[config.mk]
export PLATFORM = sky130hd
export DESIGN_NAME = tmrirq_top
export DESIGN_NICKNAME = d
export VERILOG_FILES = /design/src/rtl/tmrirq_pkg.sv /design/src/rtl/tmrirq_top.sv /design/src/rtl/tmrirq_flag.sv
export SDC_FILE = /design/constraint.sdc
export NUM_CORES = 1
export LEC_CHECK = 0
export BUFFER_PORTS_ARGS = -buffer_cell sky130_fd_sc_hd__buf_4
export CAP_MARGIN = 10
export CORE_MARGIN = 2
export CORE_UTILIZATION = 49
export CTS_BUF_LIST = sky130_fd_sc_hd__clkbuf_16
export CTS_CLUSTER_DIAMETER = 50
export DETAILED_ROUTE_END_ITERATION = 16
export PLACE_DENSITY = 0.91
export SLEW_MARGIN = 10
export SYNTH_ARGS = -nofsm -noshare
export SYNTH_HDL_FRONTEND = slang
export SYNTH_SLANG_ARGS = --single-unit
[constraint.sdc]
create_clock -name REF_CLK_I -period 2.4 [get_ports REF_CLK_I]
set_input_delay 0.48 -clock REF_CLK_I [delete_from_list [all_inputs] [get_ports REF_CLK_I]]
set_output_delay 0.48 -clock REF_CLK_I [all_outputs]
set_load 0.02 [all_outputs]
[src/rtl/tmrirq_pkg.sv]
/*
 constants of the timer interrupt enable and status block.
 assumes one system clock and a same-clock timer core beside it.
*/
// Overview of operation
// - enable bit 7 passes the overflow request; zero blocks it.
// - enable bit 3 passes the channel D match or capture request.
// - enable bit 2 passes the channel C match or capture request.
// - enable bit 1 passes the channel B match or capture request.
// - enable bit 0 passes the channel A match or capture request.
// - bits 6 to 4 of both registers read as one, ignore writes.
// - overflow flag, status bit 7, sets when the counter wraps to zero.
// - flag D sets on compare equality or on capture into register D.
// - flag C sets on compare equality or on capture into register C.
// - flag B sets on compare equality or on capture into register B.
// - flag A sets on compare equality or on capture into register A.
// - a flag clears only by reading it as one, then writing zero.
// - after reset all enables and all flags are zero.
package tmrirq_pkg;
   localparam int unsigned DATA_W = 8;
   localparam int unsigned CNT_W = 16;
   localparam int unsigned ADDR_W = 2;
   localparam int unsigned NUM_CH = 4;
   localparam int unsigned NUM_SRC = 5;
   // index of the overflow source in the five-bit vectors
   localparam int unsigned SRC_OVF = 4;
   // register offsets
   localparam logic [1:0] ADDR_IRQ_ENABLE = 2'h0;
   localparam logic [1:0] ADDR_IRQ_STATUS = 2'h1;
   // field positions in both registers
   localparam int unsigned BIT_OVF = 7;
   localparam int unsigned RSVD_HI = 6;
   localparam int unsigned RSVD_LO = 4;
   localparam int unsigned CH_HI = 3;
   localparam logic [2:0] RSVD_READ = 3'h7;
   // reset and idle values
   localparam logic [4:0] SRC_RESET = 5'h00;
   localparam logic [7:0] RDATA_IDLE = 8'h00;
   localparam logic [15:0] CNT_MAX = 16'hFFFF;
   localparam logic [15:0] CNT_ZERO = 16'h0000;
endpackage : tmrirq_pkg

[src/rtl/tmrirq_top.sv]
/*
 interrupt enable and status registers of a 16-bit timer, four channels.
 assumes the counter, general registers, roles and capture pulses
 come from timer logic on the same clock; no synchronisers needed.
*/
// The implementer's own choices: the placing of the registers and the address-and-strobe port.
`timescale 1ns/100ps
module tmrirq_top
(
   // clock, reset, enable
   input wire logic REF_CLK_I,
   input wire logic SRST_I,
   input wire logic CE_I,
   // register port
   input wire logic [tmrirq_pkg::ADDR_W-1:0] ADDR_I,
   input wire logic [tmrirq_pkg::DATA_W-1:0] WDATA_I,
   input wire logic WR_I,
   input wire logic RD_I,
   output logic [tmrirq_pkg::DATA_W-1:0] RDATA_O,
   // timer core
   input wire logic [tmrirq_pkg::CNT_W-1:0] TIMER_COUNT_VALUE_I,
   input wire logic [tmrirq_pkg::CNT_W-1:0] GENERAL_REG_A_I,
   input wire logic [tmrirq_pkg::CNT_W-1:0] GENERAL_REG_B_I,
   input wire logic [tmrirq_pkg::CNT_W-1:0] GENERAL_REG_C_I,
   input wire logic [tmrirq_pkg::CNT_W-1:0] GENERAL_REG_D_I,
   input wire logic [tmrirq_pkg::NUM_CH-1:0] CAPTURE_ROLE_I,
   input wire logic [tmrirq_pkg::NUM_CH-1:0] CAPTURE_I,
   // interrupt requests
   output logic OVERFLOW_IRQ_REQUEST_O,
   output logic MATCH_IRQ_REQUEST_A_O,
   output logic MATCH_IRQ_REQUEST_B_O,
   output logic MATCH_IRQ_REQUEST_C_O,
   output logic MATCH_IRQ_REQUEST_D_O,
   output logic IRQ_O
);
   localparam int unsigned NS = tmrirq_pkg::NUM_SRC;
   localparam int unsigned NC = tmrirq_pkg::NUM_CH;
   localparam int unsigned DW = tmrirq_pkg::DATA_W;
   localparam int unsigned CW = tmrirq_pkg::CNT_W;

   logic [CW-1:0] cnt_q;
   logic [NS-1:0] en_q;
   logic [NS-1:0] en_d;
   logic [NS-1:0] req_q;
   logic [NS-1:0] req_d;
   logic irq_q;
   logic [DW-1:0] rdata_q;
   logic [DW-1:0] rdata_d;
   logic [NS-1:0] flag;
   logic [NS-1:0] flag_d;
   logic [NS-1:0] src_evt;
   logic [NS-1:0] wbits;
   logic [NC-1:0] cmp_hit;
   logic [NC-1:0] cap_hit;
   logic [CW-1:0] gr [NC];
   logic wr_en;
   logic wr_st;
   logic rd_en;
   logic rd_st;
   logic cnt_moved;
   logic ovf_evt;
   logic [DW-1:0] en_view;
   logic [DW-1:0] st_view;

   // address decode
   assign wr_en = WR_I && (ADDR_I == tmrirq_pkg::ADDR_IRQ_ENABLE);
   assign wr_st = WR_I && (ADDR_I == tmrirq_pkg::ADDR_IRQ_STATUS);
   assign rd_en = RD_I && (ADDR_I == tmrirq_pkg::ADDR_IRQ_ENABLE);
   assign rd_st = RD_I && (ADDR_I == tmrirq_pkg::ADDR_IRQ_STATUS);

   // live bits of a write byte, reserved lanes dropped
   assign wbits = {WDATA_I[tmrirq_pkg::BIT_OVF],
                   WDATA_I[tmrirq_pkg::CH_HI:0]};

   // overflow: previous value at max, now zero
   assign ovf_evt = (cnt_q == tmrirq_pkg::CNT_MAX)
                 && (TIMER_COUNT_VALUE_I == tmrirq_pkg::CNT_ZERO);
   // equality counts once per counter step, not every clock it lasts
   assign cnt_moved = (TIMER_COUNT_VALUE_I != cnt_q);

   assign gr[0] = GENERAL_REG_A_I;
   assign gr[1] = GENERAL_REG_B_I;
   assign gr[2] = GENERAL_REG_C_I;
   assign gr[3] = GENERAL_REG_D_I;

   genvar ch;
   generate
      for (ch = 0; ch < NC; ch++)
      begin : g_ch
         assign cmp_hit[ch] = !CAPTURE_ROLE_I[ch] && cnt_moved
                           && (TIMER_COUNT_VALUE_I == gr[ch]);
         assign cap_hit[ch] = CAPTURE_ROLE_I[ch]
                           && CAPTURE_I[ch];
         assign src_evt[ch] = cmp_hit[ch] | cap_hit[ch];
      end
   endgenerate
   assign src_evt[tmrirq_pkg::SRC_OVF] = ovf_evt;

   genvar s;
   generate
      for (s = 0; s < NS; s++)
      begin : g_flag
         tmrirq_flag u_flag
         (
            .clk_i(REF_CLK_I),
            .srst_i(SRST_I),
            .ce_i(CE_I),
            .set_i(src_evt[s]),
            .rd_i(rd_st),
            .wr_i(wr_st),
            .wbit_i(wbits[s]),
            .flag_o(flag[s]),
            .flag_d_o(flag_d[s])
         );
      end
   endgenerate

   assign en_d = wr_en ? wbits : en_q;
   // next-state terms so requests follow the flag in the same cycle
   assign req_d = flag_d & en_d;

   // reserved lanes always read one
   assign en_view = {en_q[tmrirq_pkg::SRC_OVF], tmrirq_pkg::RSVD_READ,
                     en_q[tmrirq_pkg::CH_HI:0]};
   assign st_view = {flag[tmrirq_pkg::SRC_OVF], tmrirq_pkg::RSVD_READ,
                     flag[tmrirq_pkg::CH_HI:0]};
   // unmapped or idle reads return zero
   assign rdata_d = rd_en ? en_view
                  : (rd_st ? st_view : tmrirq_pkg::RDATA_IDLE);

   always_ff @(posedge REF_CLK_I)
   begin
      if (SRST_I)
      begin
         cnt_q <= tmrirq_pkg::CNT_ZERO;
         en_q <= tmrirq_pkg::SRC_RESET;
         req_q <= tmrirq_pkg::SRC_RESET;
         irq_q <= 1'b0;
         rdata_q <= tmrirq_pkg::RDATA_IDLE;
      end
      else if (CE_I)
      begin
         cnt_q <= TIMER_COUNT_VALUE_I;
         en_q <= en_d;
         req_q <= req_d;
         irq_q <= |req_d;
         rdata_q <= rdata_d;
      end
   end

   assign RDATA_O = rdata_q;
   assign OVERFLOW_IRQ_REQUEST_O = req_q[tmrirq_pkg::SRC_OVF];
   assign MATCH_IRQ_REQUEST_A_O = req_q[0];
   assign MATCH_IRQ_REQUEST_B_O = req_q[1];
   assign MATCH_IRQ_REQUEST_C_O = req_q[2];
   assign MATCH_IRQ_REQUEST_D_O = req_q[3];
   assign IRQ_O = irq_q;

   property p_ovf_req;
      @(posedge REF_CLK_I) disable iff (SRST_I)
      OVERFLOW_IRQ_REQUEST_O == (flag[4] && en_q[4]);
   endproperty
   a_ovf_req: assert property (p_ovf_req)
      else $error("overflow request not flag and enable");

   property p_req_d;
      @(posedge REF_CLK_I) disable iff (SRST_I)
      MATCH_IRQ_REQUEST_D_O == (flag[3] && en_q[3]);
   endproperty
   a_req_d: assert property (p_req_d)
      else $error("request d not flag and enable");

   property p_req_c;
      @(posedge REF_CLK_I) disable iff (SRST_I)
      MATCH_IRQ_REQUEST_C_O == (flag[2] && en_q[2]);
   endproperty
   a_req_c: assert property (p_req_c)
      else $error("request c not flag and enable");

   property p_req_b;
      @(posedge REF_CLK_I) disable iff (SRST_I)
      MATCH_IRQ_REQUEST_B_O == (flag[1] && en_q[1]);
   endproperty
   a_req_b: assert property (p_req_b)
      else $error("request b not flag and enable");

   property p_req_a;
      @(posedge REF_CLK_I) disable iff (SRST_I)
      MATCH_IRQ_REQUEST_A_O == (flag[0] && en_q[0]);
   endproperty
   a_req_a: assert property (p_req_a)
      else $error("request a not flag and enable");

   property p_rsvd_ones;
      @(posedge REF_CLK_I) disable iff (SRST_I)
      (CE_I && RD_I && (ADDR_I == tmrirq_pkg::ADDR_IRQ_ENABLE
         || ADDR_I == tmrirq_pkg::ADDR_IRQ_STATUS))
      |=> (RDATA_O[tmrirq_pkg::RSVD_HI:tmrirq_pkg::RSVD_LO]
         == tmrirq_pkg::RSVD_READ);
   endproperty
   a_rsvd_ones: assert property (p_rsvd_ones)
      else $error("reserved bits did not read as one");

   property p_ovf_set;
      @(posedge REF_CLK_I) disable iff (SRST_I)
      (CE_I && $past(CE_I) && !$past(SRST_I)
         && $past(TIMER_COUNT_VALUE_I) == tmrirq_pkg::CNT_MAX
         && TIMER_COUNT_VALUE_I == tmrirq_pkg::CNT_ZERO) |=> flag[4];
   endproperty
   a_ovf_set: assert property (p_ovf_set)
      else $error("wrap did not set the overflow flag");

   property p_cap_d;
      @(posedge REF_CLK_I) disable iff (SRST_I)
      (CE_I && CAPTURE_ROLE_I[3] && CAPTURE_I[3]) |=> flag[3];
   endproperty
   a_cap_d: assert property (p_cap_d)
      else $error("capture d did not set flag d");

   property p_cmp_c;
      @(posedge REF_CLK_I) disable iff (SRST_I)
      (CE_I && !CAPTURE_ROLE_I[2] && TIMER_COUNT_VALUE_I == GENERAL_REG_C_I
         && TIMER_COUNT_VALUE_I != cnt_q) |=> flag[2];
   endproperty
   a_cmp_c: assert property (p_cmp_c)
      else $error("compare c did not set flag c");

   property p_cmp_b;
      @(posedge REF_CLK_I) disable iff (SRST_I)
      (CE_I && !CAPTURE_ROLE_I[1] && TIMER_COUNT_VALUE_I == GENERAL_REG_B_I
         && TIMER_COUNT_VALUE_I != cnt_q) |=> flag[1];
   endproperty
   a_cmp_b: assert property (p_cmp_b)
      else $error("compare b did not set flag b");

   property p_cap_a;
      @(posedge REF_CLK_I) disable iff (SRST_I)
      (CE_I && CAPTURE_ROLE_I[0] && CAPTURE_I[0]) |=> flag[0];
   endproperty
   a_cap_a: assert property (p_cap_a)
      else $error("capture a did not set flag a");

   property p_cmp_d;
      @(posedge REF_CLK_I) disable iff (SRST_I)
      (CE_I && !CAPTURE_ROLE_I[3] && TIMER_COUNT_VALUE_I == GENERAL_REG_D_I
         && TIMER_COUNT_VALUE_I != cnt_q) |=> flag[3];
   endproperty
   a_cmp_d: assert property (p_cmp_d)
      else $error("compare d did not set flag d");

   property p_cap_c;
      @(posedge REF_CLK_I) disable iff (SRST_I)
      (CE_I && CAPTURE_ROLE_I[2] && CAPTURE_I[2]) |=> flag[2];
   endproperty
   a_cap_c: assert property (p_cap_c)
      else $error("capture c did not set flag c");

   property p_cap_b;
      @(posedge REF_CLK_I) disable iff (SRST_I)
      (CE_I && CAPTURE_ROLE_I[1] && CAPTURE_I[1]) |=> flag[1];
   endproperty
   a_cap_b: assert property (p_cap_b)
      else $error("capture b did not set flag b");

   property p_cmp_a;
      @(posedge REF_CLK_I) disable iff (SRST_I)
      (CE_I && !CAPTURE_ROLE_I[0] && TIMER_COUNT_VALUE_I == GENERAL_REG_A_I
         && TIMER_COUNT_VALUE_I != cnt_q) |=> flag[0];
   endproperty
   a_cmp_a: assert property (p_cmp_a)
      else $error("compare a did not set flag a");

   // a clear overflow flag may only rise on a real wrap
   property p_ovf_only;
      @(posedge REF_CLK_I) disable iff (SRST_I)
      (!flag[tmrirq_pkg::SRC_OVF] && !(cnt_q == tmrirq_pkg::CNT_MAX
         && TIMER_COUNT_VALUE_I == tmrirq_pkg::CNT_ZERO))
      |=> !flag[tmrirq_pkg::SRC_OVF];
   endproperty
   a_ovf_only: assert property (p_ovf_only)
      else $error("overflow flag set without a wrap");

   property p_mask_all;
      @(posedge REF_CLK_I) disable iff (SRST_I)
      (CE_I && WR_I && ADDR_I == tmrirq_pkg::ADDR_IRQ_ENABLE
         && !WDATA_I[tmrirq_pkg::BIT_OVF]
         && WDATA_I[tmrirq_pkg::CH_HI:0] == '0) |=> !IRQ_O;
   endproperty
   a_mask_all: assert property (p_mask_all)
      else $error("irq stayed up with every enable written zero");

   property p_reset_zero;
      @(posedge REF_CLK_I)
      SRST_I |=> (en_q == 5'h00 && flag == 5'h00 && !IRQ_O);
   endproperty
   a_reset_zero: assert property (p_reset_zero)
      else $error("state not zero after reset");

   property p_irq_any;
      @(posedge REF_CLK_I) disable iff (SRST_I)
      IRQ_O == (|(flag & en_q));
   endproperty
   a_irq_any: assert property (p_irq_any)
      else $error("irq output disagrees with requests");

   c_ovf_irq: cover property (@(posedge REF_CLK_I) disable iff (SRST_I)
      OVERFLOW_IRQ_REQUEST_O ##1 !OVERFLOW_IRQ_REQUEST_O);
   c_cap_irq: cover property (@(posedge REF_CLK_I) disable iff (SRST_I)
      cap_hit[3] ##1 MATCH_IRQ_REQUEST_D_O);
   c_cmp_irq: cover property (@(posedge REF_CLK_I) disable iff (SRST_I)
      cmp_hit[0] ##1 MATCH_IRQ_REQUEST_A_O);
endmodule : tmrirq_top

[src/rtl/tmrirq_flag.sv]
/*
 one status flag with its read-then-write-zero clearing.
 assumes strobes are one cycle and already decoded to the status register.
*/
`timescale 1ns/100ps
module tmrirq_flag
(
   // clock and control
   input wire logic clk_i,
   input wire logic srst_i,
   input wire logic ce_i,
   // events and bus strobes
   input wire logic set_i,
   input wire logic rd_i,
   input wire logic wr_i,
   input wire logic wbit_i,
   // state
   output logic flag_o,
   output logic flag_d_o
);
   logic flag_q;
   logic flag_d;
   logic armed_q;
   logic armed_d;
   logic clr;

   // only a read that saw a one qualifies the next write
   assign clr = wr_i && !wbit_i && armed_q;
   assign flag_d = set_i | (flag_q & ~clr);
   // any status write consumes the arming, cleared or not
   assign armed_d = wr_i ? 1'b0 : (armed_q | (rd_i & flag_q));
   assign flag_o = flag_q;
   assign flag_d_o = flag_d;

   always_ff @(posedge clk_i)
   begin
      if (srst_i)
      begin
         flag_q <= 1'b0;
         armed_q <= 1'b0;
      end
      else if (ce_i)
      begin
         flag_q <= flag_d;
         armed_q <= armed_d;
      end
   end

   property p_clr_needs_read;
      @(posedge clk_i) disable iff (srst_i)
      (flag_q && !armed_q) |=> flag_q;
   endproperty
   a_clr_needs_read: assert property (p_clr_needs_read)
      else $error("flag cleared without a prior read of one");

   property p_read_then_zero;
      @(posedge clk_i) disable iff (srst_i)
      (ce_i && rd_i && flag_q && !wr_i) ##1 (ce_i && wr_i && !wbit_i
         && !set_i) |=> !flag_q;
   endproperty
   a_read_then_zero: assert property (p_read_then_zero)
      else $error("read then zero write did not clear the flag");

   property p_set_wins;
      @(posedge clk_i) disable iff (srst_i)
      (ce_i && set_i) |=> flag_q;
   endproperty
   a_set_wins: assert property (p_set_wins)
      else $error("set event lost");

   property p_write_one_keeps;
      @(posedge clk_i) disable iff (srst_i)
      (wr_i && wbit_i && flag_q) |=> flag_q;
   endproperty
   a_write_one_keeps: assert property (p_write_one_keeps)
      else $error("writing one changed the flag");

   c_clear_seen: cover property (@(posedge clk_i) disable iff (srst_i)
      flag_q ##1 !flag_q);
endmodule : tmrirq_flag

==> reports/metrics.csv <==
metric;value;unit
outcome;finished, final reports clean;
vias per cell;5.52;
I/O pins;117;
CP Launch Type;primary input;
CTS-repair resized insts;0;
CP delay by family, top;compound AO/OA/AOI/OAI gates;
DRC violations left;0;
Worst slew margin;47.0;%
Starting Density;49.8;%
Hold EP;en_q[1];
Post-CTS Hold Fix Bufs;0;
HPWL Detailed;6450;um
Port Buffers;113;
setup bufs post-CTS;0;
commonest non-fill, non-tap cell in the layout;buf_4;
Hold Worst Slack;0.453;ns
Yosys warnings;0;
RSZ-0062 raised after global routing;false;
number of clock sinks;43;
Post-synth EDFFs;0;
Crit path largest cell delay;0.44;ns
CP Class;primary input to flop;
total length of routed wires;8360;um
Post-synth top flop;dfxtp_1;
num rows;28;
final core occ;65.9;%
worst path cell trace;buf_4 -> xor2_1 -> nor4_2 -> nand4_1 -> o41ai_2 -> a22oi_1 -> a31oi_1;
Hold WC Path Type;primary input to flop;
r2r startpoint;cnt_q[7];
leakage;1.66;nW
Reg-to-Reg End;IRQ_O;
DR iter-0 viols;171;
Hold Crit Depth;3;
pin count of the biggest net entering global routing;39;
fmax;525;MHz
part of the cycle the worst path needs;79.4;%
worst-margin pin slew;0.794;ns
FF-to-FF setup slack;0.62;ns
Max IR drop VDD;0.358;mV
Netlist cell types;45;
Buf+Inv Stages, Crit Path;1;
worst skew pair latency;0.29;ns
minimum clock period;1.90;ns
Hold Startpoint;WDATA_I[1];
design area;0.00383;mm2
initial antenna violation count;0;
ANT cells;0;
drt wl/cell;16.8;um
die height;80.9;um
Final setup viols;0;
Pre-Repair DR Iteration Count;5;
Critical Path Fanout Max;7;
clk root buf;clkbuf_16;
H-tree depth;2;
Syn Nets;431;
CTS tree;done;
TNS Setup;0;ns
commonest non-fill, non-tap cells in the layout;buf_4 (116), xor2_1 (48), dfxtp_1 (43), nor2_1 (43), xnor2_1 (30);
Area Growth Syn to Fin;32.2;%
clock transition at the registers of the reported paths;0.06;ns
# nets final;524;
placed instance area;0.00369;mm2
max-slew violations;0;
CTS Buf Count;5;
die width;80.9;um
Tot Pwr;1.89;mW
DR vias;2745;
RePlAce Congestion;0.899;
register bit total from synthesis;43;
Async SR Flop Fraction;0;%
Crit-path slowest cell;o41ai_2;
crit path capture type;flop;
Cells after Synth;328;
share of layout cells above drive strength 1;33.9;%
Arrival @ worst endpoint;2.12;ns
final hold violations;0;
core area;0.00582;mm2
Avg Inst Size Synth;8.83;um2
DIE AREA;0.00654;mm2
post-synthesis sequential area ratio;29.7;%
Pwr Density;494;mW/mm2
total track usage;25.7;%
Synth Cell Area;0.00290;mm2
max-cap violations;0;
Fill cells;460;
clk_skew;0.00545;ns
R2R depth;6;
Req. time, crit path;2.62;ns
clk buf depth;2;
Routed Antenna Nets;0;
grt total ovfl;0;
vias in the first global route;2745;
first-pass GRT wire length;12900;um
layout make-up:
class	count	area, um2	area share, %
Tap cell	75	93.8	2.45
Clock inverter	3	16.3	0.425
Inverter	3	11.3	0.294
Clock buffer	5	125	3.27
Timing Repair Buffer	116	871	22.7
Multi-Input combinational cell	252	1850	48.4
Sequential cell	43	861	22.5
per-layer routing:
layer  share of wire [%]  vias up  global-route usage, %
met5                   0        -                      0
met4                 2.5        0                   10.3
met2                  49      129                   46.3
met1                  40     1280                   28.8
li1                    -     1311                      -
met3                 8.8       25                   6.44
cells by family (layout without fill, tap and decap cells):
family / Yosys count / in the layout / synth area share, %
buf+inv: 33 / 127 / 6.35
simple gates: 110 / 110 / 20.9
compound gates: 34 / 34 / 8.73
xor+xnor: 78 / 78 / 23.6
flops: 43 / 43 / 29.7
mux: 30 / 30 / 10.8
worst max path at each step:
stage / startpoint / to / depth (start not counted)
finish: TIMER_COUNT_VALUE_I[6] / IRQ_O / 7
global route: TIMER_COUNT_VALUE_I[6] / IRQ_O / 7
CTS: TIMER_COUNT_VALUE_I[6] / IRQ_O / 7
detailed placement: TIMER_COUNT_VALUE_I[6] / IRQ_O / 7
global placement: TIMER_COUNT_VALUE_I[9] / IRQ_O / 7
floorplan: ADDR_I[0] / IRQ_O / 6
sequential cells by signal (all words and copies together), names as in the netlist:
register,count
IRQ_O,1
RDATA_O,6
g_flag.u_flag.armed_q,5
req_q,5
en_q,5
cnt_q,16
g_flag.u_flag.flag_o,5
cell usage after synthesis (8+ instances only):
cell	number	area share, %
xor2_1	48	15
dfxtp_1	43	30
nor2_1	43	5.6
xnor2_1	30	9.1
mux2i_1	21	7.3
nor3_1	11	1.9
a21oi_1	10	1.7
a22oi_1	9	2.3
buf_2	9	1.6
mux2_2	9	3.5
nand2_1	9	1.2
nand3_1	9	1.6
nand4_1	8	1.7
worst min-delay path, cell delays in order:
cell and delay, ns:
buf_4 0.09, mux2i_1 0.06, nor2_1 0.08
through the flow:
| stage | setup WS [ns] | instances |
|---|---|---|
| 3_3_place_gp | 0.322 | 489 |
| 2_1_floorplan | 0.462 | 328 |
| 4_1_cts | 0.521 | 497 |
| 3_5_place_dp | 0.242 | 489 |
| 5_1_grt | 0.412 | 497 |
| 6_report | 0.496 | 497 |
power by group:
part           internal [mW]  total, mW  leakage, nW  switching, mW
registers              0.744      0.771        0.352         0.0271
logic                  0.244      0.459         1.23          0.215
clock network          0.380      0.663       0.0710          0.284
Note: power is estimated with default switching activity, not from simulation.
